[config.mk]
export PLATFORM = sky130hd
export DESIGN_NAME = pcs_core
export DESIGN_NICKNAME = d
export VERILOG_FILES = /design/src/pcs_pkg.sv /design/src/pcs_core.sv
export VERILOG_INCLUDE_DIRS = /design/src
export SDC_FILE = /design/constraint.sdc
export NUM_CORES = 1
export LEC_CHECK = 0
export BUFFER_PORTS_ARGS = -buffer_cell sky130_fd_sc_hd__buf_4
export CAP_MARGIN = 20
export CORE_MARGIN = 1.5
export CORE_UTILIZATION = 45
export CTS_CLUSTER_DIAMETER = 40
export DETAILED_ROUTE_END_ITERATION = 7
export PLACE_DENSITY = 0.69
export SYNTH_ARGS = -nofsm -noshare
export SYNTH_HDL_FRONTEND = slang
export SYNTH_SLANG_ARGS = --single-unit
[constraint.sdc]
create_clock -name clk_i -period 5.2 [get_ports clk_i]
set_input_delay 1.04 -clock clk_i [delete_from_list [all_inputs] [get_ports clk_i]]
set_output_delay 1.04 -clock clk_i [all_outputs]
set_load 0.01 [all_outputs]
[src/pcs_cfg.svh]
// Constants for the program sequencing and indirect addressing block
//----------------------------------------------------------------------
// Summary of operation
// - Thirteen-bit counter, low byte software visible
// - Upper counter bits not directly writable; loads take them from latch
// - Any reset clears whole program counter
// - Low byte write loads upper five bits from low five latch bits
// - Call/goto takes top two bits from latch
// - Computed jump adds offset, no upper carry
// - Eight-entry stack of thirteen-bit words
// - Stack and pointer hidden from software
// - Call or interrupt vectoring pushes counter
// - Return variants pop stack into counter
// - Push and pop leave latch unchanged
// - Stack is circular; ninth push overwrites first
// - No overflow or underflow status exists
// - Indirect port has no storage, redirects access
// - Self-pointing indirect read returns zero
// - Self-pointing indirect write stores nothing
// - Indirect address is bank bit plus pointer
//----------------------------------------------------------------------
`ifndef PCS_CFG_SVH
`define PCS_CFG_SVH
`define PCS_ADR_PC_LOW 32'h00000000
`define PCS_ADR_LATCH 32'h00000004
`define PCS_ADR_POINTER 32'h00000008
`define PCS_ADR_BANK 32'h0000000C
`define PCS_ADR_STACK_PTR 32'h00000010
`define PCS_PC_RESET 13'h0000
`define PCS_LATCH_RESET 8'h00
`define PCS_POINTER_RESET 8'h00
`define PCS_INDIRECT_PORT_ADR 8'h00
`define PCS_INT_VECTOR 13'h0004
`define PCS_STACK_DEPTH 8
`endif

[src/pcs_pkg.sv]
// Types for the program sequencing and indirect addressing block
package pcs_pkg;
   typedef enum logic [3:0] {
      PCS_OP_NONE = 4'h0,
      PCS_OP_STEP = 4'h1,
      PCS_OP_GOTO = 4'h2,
      PCS_OP_CALL = 4'h3,
      PCS_OP_RETURN = 4'h4,
      PCS_OP_RETURN_LIT = 4'h5,
      PCS_OP_RETURN_INT = 4'h6,
      PCS_OP_INT_VECTOR = 4'h7,
      PCS_OP_ADD_LOW = 4'h8
   } pcs_op_type;
   typedef logic [12:0] pcs_pc_type;
endpackage : pcs_pkg

[src/pcs_core.sv]
// Program counter, return stack and indirect address former
//
// Local design decisions: the Wishbone register port and the register addresses.
`timescale 1ns/10ps
`include "pcs_cfg.svh"
module pcs_core (
   input wire logic clk_i,
   input wire logic rst_i,
   // Classic Wishbone slave
   input wire logic cyc_i,
   input wire logic stb_i,
   input wire logic we_i,
   input wire logic [31:0] adr_i,
   input wire logic [3:0] sel_i,
   input wire logic [31:0] dat_i,
   output logic [31:0] dat_o,
   output logic ack_o,
   // Instruction execution side
   input wire logic op_valid_i,
   input wire logic [3:0] op_i,
   input wire logic [10:0] op_target_i,
   input wire logic [7:0] op_offset_i,
   // Indirect data access from the core
   input wire logic ind_valid_i,
   input wire logic ind_we_i,
   input wire logic [7:0] ind_wdata_i,
   input wire logic [7:0] ind_rdata_mem_i,
   output logic [12:0] pc_o,
   output logic [8:0] ind_addr_o,
   output logic ind_mem_we_o,
   output logic [7:0] ind_mem_wdata_o,
   output logic [7:0] ind_rdata_o
);
   //----------------------------------------------------------------
   // State
   //----------------------------------------------------------------
   logic [12:0] pc_reg;
   logic [12:0] pc_next;
   logic [7:0] pc_upper_holding_latch;
   logic [7:0] pointer_select_reg;
   logic indirect_bank_bit;
   logic [2:0] sp_reg;
   logic [12:0] stack_mem [0:`PCS_STACK_DEPTH-1];
   logic [31:0] rdata_next;
   logic ack_reg;
   logic [8:0] ind_addr_reg;
   logic ind_we_reg;
   logic [7:0] ind_wd_reg;
   logic [7:0] ind_rd_reg;

   // Wrap a stack pointer step modulo eight
   function automatic logic [2:0] sp_step(input logic [2:0] sp, input logic up);
      sp_step = up ? sp + 3'h1 : sp - 3'h1;
   endfunction : sp_step

   //----------------------------------------------------------------
   // Decode
   //----------------------------------------------------------------
   wire bus_req = cyc_i && stb_i && !ack_reg;
   wire bus_wr = bus_req && we_i && sel_i[0];
   wire wr_low = bus_wr && (adr_i == `PCS_ADR_PC_LOW);
   wire wr_latch = bus_wr && (adr_i == `PCS_ADR_LATCH);
   wire wr_ptr = bus_wr && (adr_i == `PCS_ADR_POINTER);
   wire wr_bank = bus_wr && (adr_i == `PCS_ADR_BANK);
   wire op_go = op_valid_i && !wr_low;
   wire is_push = op_go && (op_i == pcs_pkg::PCS_OP_CALL || op_i == pcs_pkg::PCS_OP_INT_VECTOR);
   wire is_pop = op_go && (op_i == pcs_pkg::PCS_OP_RETURN || op_i == pcs_pkg::PCS_OP_RETURN_LIT
                           || op_i == pcs_pkg::PCS_OP_RETURN_INT);
   wire [2:0] sp_pop = sp_step(sp_reg, 1'b0);
   wire [12:0] pc_inc = pc_reg + 13'h0001;
   wire [8:0] ind_addr = {indirect_bank_bit, pointer_select_reg};
   wire ind_self = (pointer_select_reg == `PCS_INDIRECT_PORT_ADR);

   // Next program counter
   always_comb begin
      pc_next = pc_reg;
      if (wr_low) begin
         pc_next = {pc_upper_holding_latch[4:0], dat_i[7:0]};
      end else if (op_valid_i) begin
         case (pcs_pkg::pcs_op_type'(op_i))
            pcs_pkg::PCS_OP_STEP: pc_next = pc_inc;
            pcs_pkg::PCS_OP_GOTO,
            pcs_pkg::PCS_OP_CALL: pc_next = {pc_upper_holding_latch[4:3], op_target_i};
            pcs_pkg::PCS_OP_RETURN,
            pcs_pkg::PCS_OP_RETURN_LIT,
            pcs_pkg::PCS_OP_RETURN_INT: pc_next = stack_mem[sp_pop];
            pcs_pkg::PCS_OP_INT_VECTOR: pc_next = `PCS_INT_VECTOR;
            // Low byte only; no carry into upper bits
            pcs_pkg::PCS_OP_ADD_LOW: pc_next = {pc_upper_holding_latch[4:0],
                                                 pc_reg[7:0] + op_offset_i};
            default: pc_next = pc_reg;
         endcase
      end
   end

   // Program counter register
   always_ff @(posedge clk_i) begin
      if (rst_i) begin
         pc_reg <= `PCS_PC_RESET;
      end else begin
         pc_reg <= pc_next;
      end
   end

   // Return stack, circular with wrapping pointer, no status flags
   always_ff @(posedge clk_i) begin
      if (rst_i) begin
         sp_reg <= 3'h0;
      end else if (is_push) begin
         stack_mem[sp_reg] <= (op_i == pcs_pkg::PCS_OP_CALL) ? pc_inc : pc_reg;
         sp_reg <= sp_step(sp_reg, 1'b1);
      end else if (is_pop) begin
         sp_reg <= sp_pop;
      end
   end

   // Software registers; latch untouched by stack operations
   always_ff @(posedge clk_i) begin
      if (rst_i) begin
         pc_upper_holding_latch <= `PCS_LATCH_RESET;
         pointer_select_reg <= `PCS_POINTER_RESET;
         indirect_bank_bit <= 1'b0;
      end else begin
         if (wr_latch) pc_upper_holding_latch <= dat_i[7:0];
         if (wr_ptr) pointer_select_reg <= dat_i[7:0];
         if (wr_bank) indirect_bank_bit <= dat_i[0];
      end
   end

   // Read mux; stack pointer deliberately not visible
   always_comb begin
      rdata_next = 32'h00000000;
      case (adr_i)
         `PCS_ADR_PC_LOW: rdata_next = {24'h000000, pc_reg[7:0]};
         `PCS_ADR_LATCH: rdata_next = {24'h000000, pc_upper_holding_latch};
         `PCS_ADR_POINTER: rdata_next = {24'h000000, pointer_select_reg};
         `PCS_ADR_BANK: rdata_next = {31'h00000000, indirect_bank_bit};
         default: rdata_next = 32'h00000000;
      endcase
   end

   // Bus answer one cycle after the request
   always_ff @(posedge clk_i) begin
      if (rst_i) begin
         ack_reg <= 1'b0;
         dat_o <= 32'h00000000;
      end else begin
         ack_reg <= bus_req;
         dat_o <= bus_req ? rdata_next : 32'h00000000;
      end
   end

   // Indirect access redirected through the pointer
   always_ff @(posedge clk_i) begin
      if (rst_i) begin
         ind_addr_reg <= 9'h000;
         ind_we_reg <= 1'b0;
         ind_wd_reg <= 8'h00;
         ind_rd_reg <= 8'h00;
      end else begin
         ind_addr_reg <= ind_addr;
         ind_we_reg <= ind_valid_i && ind_we_i && !ind_self;
         ind_wd_reg <= ind_wdata_i;
         ind_rd_reg <= ind_self ? 8'h00 : ind_rdata_mem_i;
      end
   end

   assign ack_o = ack_reg;
   assign pc_o = pc_reg;
   assign ind_addr_o = ind_addr_reg;
   assign ind_mem_we_o = ind_we_reg;
   assign ind_mem_wdata_o = ind_wd_reg;
   assign ind_rdata_o = ind_rd_reg;

   //----------------------------------------------------------------
   // Assertions
   //----------------------------------------------------------------
   // Reset empties the counter
   AST_RESET_CLEARS: assert property (@(posedge clk_i) rst_i |=> pc_reg == 13'h0000)
      else $error("pc not cleared by reset");

   // Low byte write takes upper bits from latch
   AST_LOW_WRITE: assert property (@(posedge clk_i) disable iff (rst_i)
      wr_low |=> pc_reg == {$past(pc_upper_holding_latch[4:0]), $past(dat_i[7:0])})
      else $error("low byte write load wrong");

   // Call takes top two bits from latch
   AST_CALL_LOAD: assert property (@(posedge clk_i) disable iff (rst_i)
      is_push && op_i == pcs_pkg::PCS_OP_CALL
      |=> pc_reg[12:11] == $past(pc_upper_holding_latch[4:3]))
      else $error("call upper bits wrong");

   // Goto loads latch bits and target
   AST_GOTO_LOAD: assert property (@(posedge clk_i) disable iff (rst_i)
      op_go && op_i == pcs_pkg::PCS_OP_GOTO
      |=> pc_reg == {$past(pc_upper_holding_latch[4:3]), $past(op_target_i)})
      else $error("goto load wrong");

   // Return right after call resumes after the call
   AST_CALL_RETURN: assert property (@(posedge clk_i) disable iff (rst_i)
      is_push && op_i == pcs_pkg::PCS_OP_CALL ##1 (is_pop && !is_push)
      |=> pc_reg == $past(pc_reg, 2) + 13'h0001)
      else $error("return address wrong");

   // Any pop loads the entry below the pointer
   AST_POP_LOAD: assert property (@(posedge clk_i) disable iff (rst_i)
      is_pop |=> pc_reg == $past(stack_mem[sp_pop]))
      else $error("pop load wrong");

   // Call pushes the address after itself
   AST_CALL_PUSH: assert property (@(posedge clk_i) disable iff (rst_i)
      is_push && op_i == pcs_pkg::PCS_OP_CALL
      |=> stack_mem[$past(sp_reg)] == $past(pc_reg) + 13'h0001)
      else $error("call push value wrong");

   // Interrupt pushes the current counter
   AST_VECTOR_PUSH: assert property (@(posedge clk_i) disable iff (rst_i)
      is_push && op_i == pcs_pkg::PCS_OP_INT_VECTOR
      |=> stack_mem[$past(sp_reg)] == $past(pc_reg) && pc_reg == `PCS_INT_VECTOR)
      else $error("interrupt push wrong");

   // Plain step advances by one
   AST_STEP: assert property (@(posedge clk_i) disable iff (rst_i)
      op_go && op_i == pcs_pkg::PCS_OP_STEP |=> pc_reg == $past(pc_reg) + 13'h0001)
      else $error("step wrong");

   // Computed jump keeps the carry out of the upper bits
   AST_ADD_LOW: assert property (@(posedge clk_i) disable iff (rst_i)
      op_go && op_i == pcs_pkg::PCS_OP_ADD_LOW
      |=> pc_reg[7:0] == $past(pc_reg[7:0]) + $past(op_offset_i)
          && pc_reg[12:8] == $past(pc_upper_holding_latch[4:0]))
      else $error("computed jump wrong");

   // Counter holds without an instruction or low write
   AST_HOLD: assert property (@(posedge clk_i) disable iff (rst_i)
      !op_valid_i && !wr_low |=> $stable(pc_reg))
      else $error("counter moved while idle");

   // Pointer wraps upward
   AST_PUSH_WRAP: assert property (@(posedge clk_i) disable iff (rst_i)
      is_push |=> sp_reg == $past(sp_reg) + 3'h1)
      else $error("stack pointer not advanced");

   // Pointer wraps downward
   AST_POP_WRAP: assert property (@(posedge clk_i) disable iff (rst_i)
      is_pop |=> sp_reg == $past(sp_reg) - 3'h1)
      else $error("stack pointer not retreated");

   // Stack traffic leaves the latch alone
   AST_LATCH_KEPT: assert property (@(posedge clk_i) disable iff (rst_i)
      (is_push || is_pop) && !wr_latch |=> $stable(pc_upper_holding_latch))
      else $error("latch moved by stack op");

   // Hidden pointer reads back as zero
   AST_HIDDEN_READ: assert property (@(posedge clk_i) disable iff (rst_i)
      bus_req && !we_i && adr_i == `PCS_ADR_STACK_PTR |=> dat_o == 32'h00000000)
      else $error("hidden location not zero");

   // Self-pointing read yields zero
   AST_SELF_READ: assert property (@(posedge clk_i) disable iff (rst_i)
      ind_self |=> ind_rdata_o == 8'h00)
      else $error("self indirect read not zero");

   // Self-pointing write stores nothing
   AST_SELF_WRITE: assert property (@(posedge clk_i) disable iff (rst_i)
      ind_self |=> !ind_mem_we_o)
      else $error("self indirect write stored");

   // Other writes pass through to memory
   AST_IND_WRITE: assert property (@(posedge clk_i) disable iff (rst_i)
      ind_valid_i && ind_we_i && !ind_self
      |=> ind_mem_we_o && ind_mem_wdata_o == $past(ind_wdata_i))
      else $error("indirect write not passed");

   // Other reads return memory data
   AST_IND_READ: assert property (@(posedge clk_i) disable iff (rst_i)
      !ind_self |=> ind_rdata_o == $past(ind_rdata_mem_i))
      else $error("indirect read not passed");

   // Address is bank bit over pointer
   AST_IND_ADDR: assert property (@(posedge clk_i) disable iff (rst_i)
      1'b1 |=> ind_addr_o == {$past(indirect_bank_bit), $past(pointer_select_reg)})
      else $error("indirect address wrong");

   //----------------------------------------------------------------
   // Coverage
   //----------------------------------------------------------------
   COV_CALL_RET: cover property (@(posedge clk_i) is_push ##[1:20] is_pop);
   COV_WRAP: cover property (@(posedge clk_i) is_push && sp_reg == 3'h7);
   COV_LOW_WRITE: cover property (@(posedge clk_i) wr_low);
   COV_SELF: cover property (@(posedge clk_i) ind_valid_i && ind_self);
   COV_VECTOR: cover property (@(posedge clk_i) is_push && op_i == pcs_pkg::PCS_OP_INT_VECTOR);
endmodule : pcs_core

==> results.txt <==
The clock input transition at the sequential cells of the worst setup and hold paths came out at 0.07 ns. The number of enable flip-flop cells after synthesis works out to 104. The final count of hold timing violations is 0, and the post-route DRC violation count is 0.

The largest total area in the synthesized netlist belongs to sky130_fd_sc_hd__edfxtp_1. Yosys printed 0 warnings. The share of total power dissipated in the clock network is 41.4%. Once detail routing completed, the nets flagged for antenna violations numbered 0.

For this run, the leading register cell type out of synthesis is sky130_fd_sc_hd__edfxtp_1. The actual transition at the worst max-transition pin is 1.102 ns. For the final database, setup skew stands at 0.01129 ns.

The power density over the cells is 324.8 nW/um^2. After floorplanning, the core was divided into 48 placement rows. The min-delay analysis places its worst path in the category register to register. Buffers placed on the I/O ports in this run total 135. For the worst slack at placement, the log shows 1.240 ns. In this run the clock root is driven by a sky130_fd_sc_hd__clkbuf_16. The kind of critical path is register to register. 187 I/O pins were placed.

Of all nets on the critical path, the largest fanout is 19. After filler insertion, the fill cell instance count of the layout stands at 1423. The number of global-route vias before repair was 5282. The tools report the startpoint of the most critical hold path as indirect_bank_bit.

TritonCTS built the clock tree. Compared with the post-synthesis result, the final layout area differs by 22.62%. Net switching is 24.82% of the power. Category of the worst setup path launch point: a register. The worst hold slack across all endpoints is 0.4839 ns.

Global routing consumed, over all layers together, 20.81% of the routing resources. The internal portion of the total power is 2347 uW. The endpoint identified for the worst register-to-register timing path is pc_o[4]. The setup check on the worst reg-to-reg path leaves a slack of 1.73 ns. In this run the critical register-to-register path is launched from sp_reg[0].

The initial standard-cell utilization of the core was 45.62%. Sink of the worst hold path: ind_addr_o[8]. The proportion of register bits with asynchronous set or reset after synthesis is 0%, and the clock latency of the later-clocked register in the worst-skew pair is 0.44 ns.

After global routing, the most crowded layer is met2. The part of the power in registers came out at 47.7%. The number of buffers added to fix hold violations after cts came out at 0.

Max-cap violations in this run came to 0. Global routing used 24.32% of the available met1 tracks. Sequential cells were found to cover 57.22% of the synthesized design area. The post-detailed-placement half-perimeter wirelength was 13180 um.

Maximum number of buffers from clock root to sink: 2. The number of placed instances, taps included is 946. The flow ran to the end, and the final reports show no timing, DRC or antenna violations.

For the worst setup path, the data required time is 5.49 ns. For the sum of overflow across all layers after global routing, the log shows 0. The depth of the worst hold-timing path is 1, and the detailed-routing iteration count for the pre-antenna-repair pass is 5.

The logs give 3121 uW for the power after layout and 0 for the number of inserted diodes. The placeable core region was 17180 um^2. In this run, distinct cell masters in the synthesized netlist total 60. Once the clock tree was built, the setup fixing pass inserted 0 buffers. The per-instance average area after synthesis works out to 12.68 um^2. Leaving out fill and tap cells, the most frequent cells in the layout are sky130_fd_sc_hd__buf_4, sky130_fd_sc_hd__edfxtp_1, sky130_fd_sc_hd__dfxtp_1. The number of cell instances on the worst register-to-register path is 9. In the final routed layout, each cell accounts on average for 19.22 um. The tools report the static power due to leakage as 0.003688 uW.

Routability-driven placement finished with a final weighted congestion of 0.9181. The initial antenna violation count is 0, and the number of flip-flops in the largest register is 104. Based on the critical path, the design can be clocked at up to 0.2880 GHz. The first global-routing pass estimated 28310 um of wire.

From bottom edge to top edge, the die measures 135.0 um. Across the VDD grid, the largest voltage drop is 0.2272 mV. For this run, global-route usage on met3 was measured as 4.242%. The netlist area before placement was 7836 um^2; the top-area cell type share of the netlist area was 39.85%. Setup slack closes at 1.728 ns.

Adding up every negative setup slack in the final design gives 0 ns. The worst setup path is captured at a register. For the final max-slew violation count, the log shows 0. The register with the most flip-flops in the final layout is stack_mem.

The final critical path takes up 66.77% of the cycle. After clock tree synthesis, the repair step resized 0 gates. The H-tree generated during clock tree synthesis spans 4 levels. The number of flip-flops and latches in the synthesized netlist was 172. The number of nets in the layout was 868. The overall via count from detail_route was 5543; the average vias per placed instance was 5.656. Traced cell by cell, the critical path runs through buf_12 > inv_1 > ha_1 > buf_4 > mux4_2 > mux2i_1 > nor2_1 > a2111oi_0 > o32ai_1. The number of clock buffers added by TritonCTS is 17.

STA puts the critical path data arrival time at 3.76 ns. Synthesized instance count: 618. In this design, the stage delay of the slowest critical-path cell is 0.68 ns.

By area the synthesized netlist is led by sky130_fd_sc_hd__edfxtp_1, sky130_fd_sc_hd__dfxtp_1, sky130_fd_sc_hd__mux4_2. The setup violation total in the final timing report was 0; the starting DRC count in detailed routing was 438. The run gives 18830 um as the total length of routed wires.

The clock net in this run drives a total of 172 sinks. The global-route met2 utilization is 36.81%. Cell type of the slowest stage on the worst timing path: sky130_fd_sc_hd__dfxtp_2. The die is 135.0 um wide. The fraction of final layout cells sized beyond drive strength 1 came out at 29.67%.

The leading cell type in the layout, fill and taps excluded was sky130_fd_sc_hd__buf_4. The worst path in the final design needs a cycle of 3.472 ns, including I/O delays and setup. In this run the tightest slew margin relative to its limit is 25.97%.

Combinational logic burns 10.9% of the power. The run gives 18210 um^2 as the die outline area. Setup repair after global routing left no endpoint under its margin.

The analysis attributes to net switching a power of 774.8 uW. Entering global routing, the biggest net connects 53 pins. The tools report the count of placed standard cells in the final layout, fillers left out as 980.
==> metrics by stage <==
stage	utilization [%]	area, um^2
global route	55.94	9609
CTS	55.76	9578
global placement	52.27	8977
floorplan	-	7923
finish	55.94	9609
detailed placement	52.27	8977
==> cells in the mapped netlist (5+ instances only) <==
master / count
sky130_fd_sc_hd__a22oi_1: 8
sky130_fd_sc_hd__xor2_1: 14
sky130_fd_sc_hd__ha_1: 10
sky130_fd_sc_hd__mux2i_1: 30
sky130_fd_sc_hd__mux4_2: 27
sky130_fd_sc_hd__o21ai_1: 8
sky130_fd_sc_hd__nor2_1: 54
sky130_fd_sc_hd__buf_4: 25
sky130_fd_sc_hd__edfxtp_1: 104
sky130_fd_sc_hd__mux2_2: 8
sky130_fd_sc_hd__nand2_1: 34
sky130_fd_sc_hd__nor2b_1: 22
sky130_fd_sc_hd__a21oi_1: 19
sky130_fd_sc_hd__a32oi_1: 5
sky130_fd_sc_hd__buf_2: 10
sky130_fd_sc_hd__xnor2_1: 14
sky130_fd_sc_hd__inv_1: 9
sky130_fd_sc_hd__nand3_1: 9
sky130_fd_sc_hd__dfxtp_1: 68
sky130_fd_sc_hd__and2_1: 10
sky130_fd_sc_hd__o21ai_0: 14
sky130_fd_sc_hd__clkbuf_1: 23
sky130_fd_sc_hd__o211ai_1: 7
sky130_fd_sc_hd__nor4_1: 12
sky130_fd_sc_hd__and3_1: 8
sky130_fd_sc_hd__o32ai_1: 5
==> critical path, delay by kind of cell (launching register included) <==
kind,cells,cell delay (ns)
compound gates,2,0.58
flops,1,0.68
mux,2,0.52
buf+inv,3,0.82
simple gates,1,0.06
fa+ha+maj,1,0.66
==> worst max path at each step <==
stage,from,endpoint,slack [ns],cells past startpoint
6_report,sp_reg[0],pc_o[4],1.73,9
5_1_grt,sp_reg[0],pc_o[4],1.48,9
4_1_cts,sp_reg[0],pc_o[4],1.20,8
3_5_place_dp,sp_reg[0],pc_o[4],1.24,8
3_3_place_gp,sp_reg[0],pc_o[4],1.34,8
2_1_floorplan,op_i[0],stack_mem[4][0],1.54,5
==> area by class of cell <==
cell class | instances | area, um^2 | area share [%]
sequential | 172 | 4486 | 46.68
multi-input combinational | 402 | 3141 | 32.68
timing repair buffer | 140 | 1067 | 11.11
clock buffer | 17 | 425.4 | 4.427
tap | 225 | 281.5 | 2.930
clock inverter | 15 | 175.2 | 1.823
inverter | 9 | 33.78 | 0.3516
==> power groups by stage <==
| stage | combinational, uW | sequential [uW] | clock [uW] |
|---|---|---|---|
| floorplan | 219 | 1510 | 0 |
| global placement | 322 | 1520 | 0 |
| detailed placement | 331 | 1530 | 0 |
| CTS | 333 | 1490 | 1310 |
| global route | 368 | 1490 | 1360 |
| finish | 341 | 1490 | 1290 |
==> logic make-up after synthesis <==
group / Yosys count / share of synthesized area (%)
AOI/OAI and AO/OA: 97 / 8.367
xor gates and xnor gates: 28 / 3.130
adders and majority gates: 11 / 1.852
buffers and inverters: 67 / 4.566
DFF: 172 / 57.23
muxes: 65 / 12.74
other: 1 / 0.04785
and+or+nand+nor: 177 / 12.07
==> metal layers <==
layer | wire length [um] | vias up
li1 | - | 2543
met1 | 7328 | 2703
met2 | 9609 | 250
met3 | 1288 | 47
met4 | 604 | 0
met5 | 0 | -
No activity file was read; power rests on OpenSTA's default activity.
